===== config.mk =====
export PLATFORM = sky130hd
export DESIGN_NAME = rpm_ctrl
export DESIGN_NICKNAME = d
export VERILOG_FILES = /design/src/hdl/rpm_pkg.sv /design/src/hdl/rpm_ctrl.sv
export VERILOG_INCLUDE_DIRS = /design/src /design/src/hdl
export SDC_FILE = /design/constraint.sdc
export NUM_CORES = 1
export LEC_CHECK = 0
export BUFFER_PORTS_ARGS = -buffer_cell sky130_fd_sc_hd__buf_2
export CAP_MARGIN = 20
export CORE_AREA = 2 2 82 84
export CTS_CLUSTER_SIZE = 10
export DETAILED_ROUTE_END_ITERATION = 6
export DIE_AREA = 0 0 84 86
export GPL_TIMING_DRIVEN = 1
export HOLD_SLACK_MARGIN = 0.03
export PLACE_DENSITY = 0.83
export SYNTH_ARGS = -nofsm -noshare
export SYNTH_HDL_FRONTEND = slang
export SYNTH_SLANG_ARGS = --single-unit

===== constraint.sdc =====
create_clock -name pclk -period 3.4 [get_ports pclk]
set_clock_uncertainty 0.1 [all_clocks]
set_input_delay 0.51 -clock pclk [delete_from_list [all_inputs] [get_ports pclk]]
set_output_delay 0.51 -clock pclk [all_outputs]
set_load 0.01 [all_outputs]

===== src/hdl/rpm_defs.svh =====
// register offsets, field positions, reset values and timing counts for the reset/power controller
`ifndef RPM_DEFS_SVH
`define RPM_DEFS_SVH
`define RPM_CAUSE_OFF      12'h000
`define RPM_CFG_OFF        12'h004
`define RPM_PWR_OFF        12'h008
`define RPM_STAT_OFF       12'h00c
`define RPM_BOOT_OFF       12'h010
`define RPM_F_EXT          0
`define RPM_F_POF          1
`define RPM_F_BOF          2
`define RPM_F_WDT          3
`define RPM_F_SW           4
`define RPM_F_BRK          5
`define RPM_C_RPE          0
`define RPM_C_BOE          1
`define RPM_C_BOINT        2
`define RPM_C_RCSYS        3
`define RPM_C_RTCEN        4
`define RPM_C_CMPOFF       5
`define RPM_C_SWRST        6
`define RPM_CFG_RST        8'h02
`define RPM_BOOT_RST       8'h00
`define RPM_STABLE_NS      1000
`define RPM_CLK_NS         50
`define RPM_STABLE_CYC     ((`RPM_STABLE_NS + `RPM_CLK_NS - 1) / `RPM_CLK_NS)
`endif


===== src/hdl/rpm_pkg.sv =====
// types for the reset/power controller
package rpm_pkg;
   typedef enum logic [3:0]
   {
      RPM_RUN  = 4'b0001,
      RPM_IDLE = 4'b0010,
      RPM_PD   = 4'b0100,
      RPM_TPD  = 4'b1000
   } rpm_mode_t;
   typedef enum logic [1:0]
   {
      RPM_PWR_RUN  = 2'h0,
      RPM_PWR_IDLE = 2'h1,
      RPM_PWR_PD   = 2'h2,
      RPM_PWR_TPD  = 2'h3
   } rpm_req_t;
endpackage


===== src/hdl/rpm_ctrl.sv =====
// reset source gathering, boot vector selection and power mode sequencing, APB slave
`timescale 1ns/1ps
`include "rpm_defs.svh"
// Contract
// - brownout resets by default, option makes interrupt
// - brownout detect enable; off blocks reset, interrupt
// - power-on flag set at power-up, software clears
// - idle halts cpu, peripherals run, interrupt/reset exits
// - power-down stops oscillator; exit on reset/wake
// - power-down keeps brownout, watchdog, comparators, timer
// - rc oscillator stops unless system clock and timer
// - total power-down also disables brownout and comparators
// - pin enable bit selects reset or digital input
// - during power-up pin always acts as reset
// - only power-up reset overrides pin selection
// - reset from pin, por, bod, wdt, sw, break
// - one cause flag per source, set on reset
// - writing zero clears a cause flag
// - power-on sets power-on, brownout flags, clears others
// - other resets set own flag, keep others
// - boot address is vector byte then 00h
// - boot address on break, boot status, forced isp
module rpm_ctrl
   import rpm_pkg::*;
#(
   parameter int STABLE_CYC = `RPM_STABLE_CYC
)
(
   input  wire logic        pclk,
   input  wire logic        presetn,
   input  wire logic        psel,
   input  wire logic        penable,
   input  wire logic        pwrite,
   input  wire logic [11:0] paddr,
   input  wire logic [31:0] pwdata,
   output logic      [31:0] prdata,
   output logic             pready,
   output logic             pslverr,
   input  wire logic        shared_reset_pin,
   input  wire logic        power_on_det,
   input  wire logic        brownout_det,
   input  wire logic        wdt_timeout,
   input  wire logic        uart_break,
   input  wire logic        isp_forced,
   input  wire logic [7:0]  boot_status_byte,
   input  wire logic [7:0]  boot_vector,
   input  wire logic        irq_pending,
   input  wire logic        wake_irq,
   output logic             sys_reset,
   output logic             pin_digital_in,
   output logic             brownout_irq,
   output logic             cpu_clk_en,
   output logic             periph_clk_en,
   output logic             osc_en,
   output logic             rc_osc_en,
   output logic             bod_en,
   output logic             cmp_en,
   output logic             wdt_en,
   output logic             rtc_en,
   output logic [15:0]      fetch_addr
);
   localparam int CW = $clog2(STABLE_CYC + 1);
   logic [4:0]  s1_q;
   logic [4:0]  s2_q;
   logic [5:0]  cause_q;
   logic [7:0]  cfg_q;
   logic [7:0]  boot_q;
   logic        isp_q;
   logic        por_phase_q;
   logic        brk_boot_q;
   logic [CW-1:0] hold_q;
   rpm_mode_t   mode_q;
   logic        sw_rst_q;
   logic        wr;
   logic        rd_ok;
   logic        pin_rst;
   logic        por;
   logic        bo_ev;
   logic        any_rst;
   logic [5:0]  ev;
   function automatic logic hit(input logic [11:0] a, input logic [11:0] off);
      return a == off;
   endfunction
   // two flops per detector and the pin; stage one feeds stage two only
   always_ff @(posedge pclk or negedge presetn)
   begin
      if (!presetn)
      begin
         s1_q <= 5'h01;
         s2_q <= 5'h01;
      end
      else
      begin
         s1_q <= {uart_break, wdt_timeout, brownout_det, ~shared_reset_pin, power_on_det};
         s2_q <= s1_q;
      end
   end
   assign por = s2_q[0];
   // pin acts as reset during power-up or when enabled
   assign pin_rst = s2_q[1] & (por_phase_q | cfg_q[`RPM_C_RPE]);
   assign pin_digital_in = ~por_phase_q & ~cfg_q[`RPM_C_RPE];
   assign bo_ev = s2_q[2] & cfg_q[`RPM_C_BOE] & (mode_q != RPM_TPD);
   assign ev = {s2_q[4], sw_rst_q, s2_q[3], bo_ev & ~cfg_q[`RPM_C_BOINT], por, pin_rst};
   assign any_rst = |ev;
   assign brownout_irq = bo_ev & cfg_q[`RPM_C_BOINT];
   assign wr = psel & penable & pwrite;
   always_ff @(posedge pclk or negedge presetn)
   begin
      if (!presetn)
         por_phase_q <= 1'b1;
      else if (por)
         por_phase_q <= 1'b1;
      else if (hold_q == '0)
         por_phase_q <= 1'b0;
   end
   // reset stays asserted until the clock has run stable for the hold count
   always_ff @(posedge pclk or negedge presetn)
   begin
      if (!presetn)
         hold_q <= CW'(STABLE_CYC);
      else if (any_rst)
         hold_q <= CW'(STABLE_CYC);
      else if (hold_q != '0)
         hold_q <= hold_q - CW'(1);
   end
   assign sys_reset = any_rst | (hold_q != '0);
   // set wins over a software clear in the same cycle
   always_ff @(posedge pclk or negedge presetn)
   begin
      if (!presetn)
         cause_q <= 6'h06;
      else if (por)
         cause_q <= 6'h06;
      else
         cause_q <= ((wr && hit(paddr, `RPM_CAUSE_OFF)) ? (cause_q & pwdata[5:0]) : cause_q)
                    | (ev & 6'h3d);
   end
   always_ff @(posedge pclk or negedge presetn)
   begin
      if (!presetn)
         cfg_q <= `RPM_CFG_RST;
      else if (wr && hit(paddr, `RPM_CFG_OFF))
         cfg_q <= pwdata[7:0];
   end
   // software reset is a one-cycle request that clears itself
   always_ff @(posedge pclk or negedge presetn)
   begin
      if (!presetn)
         sw_rst_q <= 1'b0;
      else
         sw_rst_q <= wr && hit(paddr, `RPM_CFG_OFF) && pwdata[`RPM_C_SWRST];
   end
   // isp strap is caught while power-up reset is in progress, not at the async edge
   always_ff @(posedge pclk or negedge presetn)
   begin
      if (!presetn)
         isp_q <= 1'b0;
      else if (por_phase_q)
         isp_q <= isp_forced;
   end
   always_ff @(posedge pclk or negedge presetn)
   begin
      if (!presetn)
         brk_boot_q <= 1'b0;
      else if (s2_q[4])
         brk_boot_q <= 1'b1;
      else if (ev != 6'h00)
         brk_boot_q <= 1'b0;
   end
   always_ff @(posedge pclk or negedge presetn)
   begin
      if (!presetn)
         boot_q <= `RPM_BOOT_RST;
      else
         boot_q <= boot_vector;
   end
   always_ff @(posedge pclk or negedge presetn)
   begin
      if (!presetn)
         fetch_addr <= 16'h0000;
      else if (brk_boot_q | boot_status_byte[0] | isp_q)
         fetch_addr <= {boot_q, 8'h00};
      else
         fetch_addr <= 16'h0000;
   end
   // mode sequencer: requests come from software, wake from irqs or reset
   always_ff @(posedge pclk or negedge presetn)
   begin
      if (!presetn)
         mode_q <= RPM_RUN;
      else if (any_rst)
         mode_q <= RPM_RUN;
      else
      begin
         case (mode_q)
            RPM_RUN:
            begin
               if (wr && hit(paddr, `RPM_PWR_OFF))
               begin
                  case (rpm_req_t'(pwdata[1:0]))
                     RPM_PWR_IDLE: mode_q <= RPM_IDLE;
                     RPM_PWR_PD:   mode_q <= RPM_PD;
                     RPM_PWR_TPD:  mode_q <= RPM_TPD;
                     default:      mode_q <= RPM_RUN;
                  endcase
               end
            end
            RPM_IDLE:
               if (irq_pending | brownout_irq)
                  mode_q <= RPM_RUN;
            RPM_PD,
            RPM_TPD:
               if (wake_irq | brownout_irq)
                  mode_q <= RPM_RUN;
            default:
               mode_q <= RPM_RUN;
         endcase
      end
   end
   // clock and domain enables per mode
   always_comb
   begin
      cpu_clk_en    = (mode_q == RPM_RUN);
      periph_clk_en = (mode_q == RPM_RUN) | (mode_q == RPM_IDLE);
      osc_en        = (mode_q == RPM_RUN) | (mode_q == RPM_IDLE);
      rc_osc_en     = osc_en | (cfg_q[`RPM_C_RCSYS] & cfg_q[`RPM_C_RTCEN]);
      bod_en        = cfg_q[`RPM_C_BOE] & (mode_q != RPM_TPD);
      cmp_en        = ~cfg_q[`RPM_C_CMPOFF] & (mode_q != RPM_TPD);
      wdt_en        = 1'b1;
      rtc_en        = cfg_q[`RPM_C_RTCEN];
   end
   // apb: zero wait states, unmapped reads zero with slverr
   assign rd_ok = hit(paddr, `RPM_CAUSE_OFF) | hit(paddr, `RPM_CFG_OFF) | hit(paddr, `RPM_PWR_OFF)
                | hit(paddr, `RPM_STAT_OFF) | hit(paddr, `RPM_BOOT_OFF);
   assign pready  = 1'b1;
   assign pslverr = psel & penable & ~rd_ok;
   always_ff @(posedge pclk or negedge presetn)
   begin
      if (!presetn)
         prdata <= 32'h0000_0000;
      else if (psel & ~penable & ~pwrite)
      begin
         if (hit(paddr, `RPM_CAUSE_OFF))
            prdata <= {26'h0, cause_q};
         else if (hit(paddr, `RPM_CFG_OFF))
            prdata <= {24'h0, cfg_q & 8'hbf};
         else if (hit(paddr, `RPM_PWR_OFF))
            prdata <= {28'h0, mode_q};
         else if (hit(paddr, `RPM_STAT_OFF))
            prdata <= {24'h0, pin_digital_in, por_phase_q, isp_q, brk_boot_q, bod_en, cmp_en, rc_osc_en, osc_en};
         else if (hit(paddr, `RPM_BOOT_OFF))
            prdata <= {16'h0, fetch_addr};
         else
            prdata <= 32'h0000_0000;
      end
   end

   // cause flag checks
   chk_por_flags: assert property (@(posedge pclk) disable iff (!presetn)
      por |=> cause_q == 6'h06)
      else $error("power-on did not set exactly por and bo flags");

   chk_flag_keep: assert property (@(posedge pclk) disable iff (!presetn)
      (!por && s2_q[3]) |=> cause_q[`RPM_F_WDT] && ((($past(cause_q) & ~cause_q & 6'h37) == 6'h00) || $past(wr)))
      else $error("non-por reset lost a flag");

   chk_flag_set: assert property (@(posedge pclk) disable iff (!presetn)
      (!por && ev != 6'h00) |=> (cause_q & ($past(ev) & 6'h3d)) == ($past(ev) & 6'h3d))
      else $error("reset source did not set its flag");

   chk_por_hold: assert property (@(posedge pclk) disable iff (!presetn)
      (cause_q[`RPM_F_POF] && !(wr && hit(paddr, `RPM_CAUSE_OFF) && !pwdata[`RPM_F_POF]))
      |=> cause_q[`RPM_F_POF])
      else $error("power-on flag lost without a clear");

   chk_clear_zero: assert property (@(posedge pclk) disable iff (!presetn)
      (wr && hit(paddr, `RPM_CAUSE_OFF) && ev == 6'h00 && !pwdata[0]) |=> !cause_q[0])
      else $error("write zero did not clear flag");

   chk_write_one: assert property (@(posedge pclk) disable iff (!presetn)
      (!por && wr && hit(paddr, `RPM_CAUSE_OFF) && pwdata[5:0] == 6'h3f)
      |=> cause_q == ($past(cause_q) | ($past(ev) & 6'h3d)))
      else $error("write one changed a flag");

   // reset source checks
   chk_sw_rst: assert property (@(posedge pclk) disable iff (!presetn)
      (wr && hit(paddr, `RPM_CFG_OFF) && pwdata[`RPM_C_SWRST]) |=> sys_reset)
      else $error("software reset request ignored");

   chk_bo_off: assert property (@(posedge pclk) disable iff (!presetn)
      !cfg_q[`RPM_C_BOE] |-> !brownout_irq && !ev[`RPM_F_BOF])
      else $error("disabled brownout had effect");

   chk_bo_irq: assert property (@(posedge pclk) disable iff (!presetn)
      brownout_irq |-> !ev[`RPM_F_BOF] && cfg_q[`RPM_C_BOINT])
      else $error("brownout interrupt also reset");

   chk_bo_rst: assert property (@(posedge pclk) disable iff (!presetn)
      (s2_q[2] && cfg_q[`RPM_C_BOE] && !cfg_q[`RPM_C_BOINT] && mode_q != RPM_TPD)
      |-> sys_reset && !brownout_irq)
      else $error("enabled brownout did not reset");

   chk_tpd_bo: assert property (@(posedge pclk) disable iff (!presetn)
      (mode_q == RPM_TPD && s2_q[2]) |-> !brownout_irq && !ev[`RPM_F_BOF])
      else $error("brownout acted in total power-down");

   chk_pin_sel: assert property (@(posedge pclk) disable iff (!presetn)
      (!por_phase_q && !cfg_q[`RPM_C_RPE]) |-> !pin_rst)
      else $error("pin reset while disabled");

   chk_pin_por: assert property (@(posedge pclk) disable iff (!presetn)
      (por_phase_q && s2_q[1]) |-> sys_reset)
      else $error("low pin did not hold power-up reset");

   chk_pin_keep: assert property (@(posedge pclk) disable iff (!presetn)
      (!por && !por_phase_q) |=> !por_phase_q)
      else $error("non-power-up reset overrode pin selection");

   chk_por_phase: assert property (@(posedge pclk) disable iff (!presetn)
      por |=> por_phase_q)
      else $error("power-up did not force pin to reset");

   chk_rst_hold: assert property (@(posedge pclk) disable iff (!presetn)
      any_rst |=> sys_reset [*2])
      else $error("reset released too early");

   // power mode checks
   chk_idle_clk: assert property (@(posedge pclk) disable iff (!presetn)
      mode_q == RPM_IDLE |-> !cpu_clk_en && periph_clk_en)
      else $error("idle clocks wrong");

   chk_idle_exit: assert property (@(posedge pclk) disable iff (!presetn)
      (mode_q == RPM_IDLE && irq_pending) |=> mode_q == RPM_RUN)
      else $error("interrupt did not end idle");

   chk_pd_osc: assert property (@(posedge pclk) disable iff (!presetn)
      (mode_q == RPM_PD || mode_q == RPM_TPD) |-> !osc_en && !cpu_clk_en)
      else $error("oscillator runs in power-down");

   chk_pd_exit: assert property (@(posedge pclk) disable iff (!presetn)
      ((mode_q == RPM_PD || mode_q == RPM_TPD) && wake_irq) |=> mode_q == RPM_RUN)
      else $error("wake interrupt did not end power-down");

   chk_mode_rst: assert property (@(posedge pclk) disable iff (!presetn)
      any_rst |=> mode_q == RPM_RUN)
      else $error("reset did not end low-power mode");

   chk_pd_keep: assert property (@(posedge pclk) disable iff (!presetn)
      mode_q == RPM_PD
      |-> wdt_en && bod_en == cfg_q[`RPM_C_BOE] && cmp_en == !cfg_q[`RPM_C_CMPOFF] && rtc_en == cfg_q[`RPM_C_RTCEN])
      else $error("power-down stopped a kept block");

   chk_rc_osc: assert property (@(posedge pclk) disable iff (!presetn)
      !osc_en |-> rc_osc_en == (cfg_q[`RPM_C_RCSYS] && cfg_q[`RPM_C_RTCEN]))
      else $error("rc oscillator state wrong in power-down");

   chk_tpd_off: assert property (@(posedge pclk) disable iff (!presetn)
      mode_q == RPM_TPD |-> !bod_en && !cmp_en && !osc_en)
      else $error("total power-down left blocks on");

   // boot address checks; fetch_addr lags boot_q by one edge
   chk_boot_addr: assert property (@(posedge pclk) disable iff (!presetn)
      (boot_status_byte[0] && $stable(boot_status_byte)) |=> fetch_addr == {$past(boot_q), 8'h00})
      else $error("boot address wrong");

   chk_isp_boot: assert property (@(posedge pclk) disable iff (!presetn)
      isp_q |=> fetch_addr == {$past(boot_q), 8'h00})
      else $error("forced isp did not select boot address");

   chk_boot_zero: assert property (@(posedge pclk) disable iff (!presetn)
      (!brk_boot_q && !boot_status_byte[0] && !isp_q) |=> fetch_addr == 16'h0000)
      else $error("fetch address not zero");

   chk_break_boot: assert property (@(posedge pclk) disable iff (!presetn)
      s2_q[4] |=> brk_boot_q)
      else $error("break reset did not mark boot");

   // main scenarios
   cov_idle_wake: cover property (@(posedge pclk) disable iff (!presetn) mode_q == RPM_IDLE ##1 mode_q == RPM_RUN);
   cov_pd_wake:   cover property (@(posedge pclk) disable iff (!presetn) mode_q == RPM_PD ##1 mode_q == RPM_RUN);
   cov_wdt_rst:   cover property (@(posedge pclk) disable iff (!presetn) ev[`RPM_F_WDT]);
   cov_break:     cover property (@(posedge pclk) disable iff (!presetn) brk_boot_q && !sys_reset);
   cov_pin_por:   cover property (@(posedge pclk) disable iff (!presetn) por_phase_q && pin_rst);
endmodule


==> summary.txt <==
Run status
  • Run status: finished, final reports clean

Clock network
  • CTS tree: yes
  • Setup Fix Bufs, Post-CTS: 0
  • Clk_lat worst skew: around 0.35 ns
  • Clock sink total: between 60 and 70
  • H-tree depth: 3
  • Max clock buf depth: 2
  • CTS resizes: 0
  • Clock root buffer: clkbuf_8
  • CTS Buf Count: 9
  • Post-CTS Hold Fix Bufs: 1
  • Clock transition at path regs: 0.07 ns

Routing
  • WL met1: about 2700 µm
  • Routed Antenna Nets: 0
  • Via Count: 2284
  • Via density: 5.29
  • Routed wire length per instance: between 15 and 20 µm
  • DRT Wirelength: around 6700 µm
  • Number of iterations in the first detailed-routing pass: 5
  • Routed wl met3: roughly 450 µm
  • # DRC: 0
  • Max layer used: met4
  • DRT iter0 DRCs: between 150 and 200
  • Met2 WL: ~3300 µm

STA
  • Maximum clock rate: 386 MHz
  • Final Setup Violations: 0
  • Worst-margin pin slew: between 0.7 and 0.8 ns
  • Slew headroom: 47.2%
  • Fin crit share: 76.2%
  • Hold slack final: 0.156 ns
  • Max Transition Viols Final: 0
  • Final hold vios: 0
  • Fin Setup TNS: 0 ns
  • Final worst path period need: about 2.6 ns
  • Unrepaired setup endpoints after global routing: no

Logic synthesis
  • Post-synthesis cell count: 274
  • Top cells by count, synth: dfrtp_1, buf_4, nor2_1
  • Largest family of logic cells by synthesized area: simple AND/OR/NAND/NOR gates
  • Post-synth ARST share: 100%
  • Post-synth top area cell: dfrtp_1
  • Avg Inst Size Synth: around 12 µm²
  • Most numerous cell in the Yosys netlist: dfrtp_1
  • Synth Cell Area: about 0.0032 mm²
  • Post-synthesis mux area share: just under 6%
  • Main flop type after synthesis: dfrtp_1
  • EDFF count, synth: 0
  • Number of synthesized register bits: just under 70
  • Sequential fraction of the synthesis area: between 50% and 60%
  • Compound-Gate Fraction of Synth Area: approximately a tenth
  • Post-Synth XOR/XNOR Area: under 10%
  • Synth Area in Simple Gates: ~18%
  • Synth area leaders: dfrtp_1, dfstp_2, buf_4
  • YS warnings: 0
  • Synth cell types: between 50 and 60
  • Synth Area in Adders: less than 1%
  • Synth top area share: around 47%

Die
  • Die area: 0.00722 mm²
  • Die Y: approximately 86 µm
  • Starting Density: 50.5%
  • Ports: 134
  • Core area: 0.00628 mm²
  • Num rows: 29
  • Die W: roughly 84 µm

Power
  • Maximum vdd ir drop: 0.000301 V
  • Leak: 1.82 nW
  • Pwr/cell area: around 440 mW/mm²

Setup path
  • Critical Path RT: 2.79 ns
  • Worst Setup Start Kind: flip-flop
  • Crit path DAT: between 1.5 and 2 ns
  • CP Launch Point: mode_q[0]$_DFFE_PN1P_
  • CP Class: flip-flop to output pin
  • Reg2Reg Launch Point: mode_q[1]$_DFFE_PN0P_
  • Crit path cell chain: nor4b_4 > nor3_1 > nor2_1 > nand2_1 > buf_2
  • Worst path max stage delay: 0.64 ns
  • CP max-delay cell: dfstp_2
  • Maximum fanout along the worst path: 9
  • Crit end category: output pin

Global routing
  • Largest net degree at the start of global routing: 28
  • GRT overflow: 0
  • First-pass GRT wire length: between 10000 and 15000 µm
  • Vias in the first global route: between 2000 and 2500
  • Gr usage total: 19.9%
  • Initial antenna violation count: 0

Layout
  • N_diodes: 0
  • Fraction of layout cells with a size suffix above 1: between 30 and 40%
  • Total area of sequential cells: roughly 0.0017 mm²
  • Final nets: roughly 430
  • Area grow syn2layout: 16.4%
  • Filler cells: about 530
  • Area of the multi-input gates: ~0.0012 mm²

Hold path
  • Min-delay src: power_on_det
  • Class of the worst hold path: input port to flip-flop

Place
  • Gpl congestion: 0.848
  • Final HPWL DP: 4990 µm
  • Port Buf Inserts: between 70 and 80

Run
  • Max-Cap Viols: 0
flip-flops by register name (all words and copies together) (netlist names):
signal,flops
fetch_addr,8
isp_q,1
s2_q,5
cfg_q,7
hold_q,5
s1_q,5
prdata,16
cause_q,6
brk_boot_q,1
sw_rst_q,1
boot_q,8
por_phase_q,1
mode_q,4
cell type report:
| class | instances | share of cell area [%] |
|---|---|---|
| flip-flops and latches | 68 | 46.4 |
| multi-input cells | 183 | 33.7 |
| repair buffers | 79 | 11.0 |
| clock buffers | 10 | 3.73 |
| well taps | 77 | 2.61 |
| clock inverters | 6 | 1.69 |
| inverters | 9 | 0.915 |
logic make-up after synthesis:
logic type,after synthesis
mux,15
xor+xnor,4
simple gates,90
buf+inv,47
compound gates,46
flops,68
fa+ha+maj,2
other cells,2
through the flow:
step | setup slack [ns] | cell area (µm²) | instances | total power, W | util, %
floorplan | 1.32 | 3260 | 298 | 0.000944 | -
global placement | 1.15 | 3480 | 415 | 0.000981 | 55.5
finish | 0.810 | 3690 | 432 | 0.00163 | 58.8
global route | 0.654 | 3690 | 432 | 0.00170 | 58.8
detailed placement | 1.10 | 3480 | 415 | 0.000986 | 55.5
CTS | 0.771 | 3690 | 432 | 0.00165 | 58.8
cells in the final DEF, fill, tap and decap left out, drive strengths merged, types with 2 or more instances in the layout:
cell	n
a211oi	5
a21oi	7
a22o	12
a22oi	2
buf	78
clkbuf	10
clkinv	4
conb	26
dfrtp	59
dfstp	9
ha	2
inv	10
mux2	11
mux2i	2
mux4	2
nand2	17
nand2b	3
nor2	22
nor2b	9
nor3	15
nor4	5
nor4b	6
o21ai	10
or3	3
or4b	2
xnor2	3
worst paths after layout:
kind                                    endpoint  slack (ns)  cells past startpoint
min in group asynchronous  hold_q[3]$_DFFE_PN0P_        0.53                      2
min reg2reg                    s2_q[4]$_DFF_PN0_        0.25                      0
max                                    sys_reset        0.81                      5
max in group asynchronous  mode_q[0]$_DFFE_PN1P_        1.96                      3
max reg2reg                mode_q[3]$_DFFE_PN0P_        1.46                      4
min                            s1_q[0]$_DFF_PN1_        0.16                      1
power breakdown:
group	internal, W	switching, W
clock network	0.000358	0.000304
logic	0.0000469	0.0000796
registers	0.000833	0.0000124
total	0.00124	0.000396
routing by layer:
| metal | global-route usage [%] | vias up |
|---|---|---|
| met5 | 0 | - |
| met4 | 10.3 | 0 |
| met3 | 7.03 | 18 |
| met2 | 31.3 | 84 |
| met1 | 24.4 | 1111 |
| li1 | - | 1071 |
critical path: cells and delay by family (launching register included):
kind,cells,cell delay (ns)
flops,1,0.64
buf+inv,1,0.13
simple gates,4,0.87
Note: power is estimated with default switching activity, not from simulation.
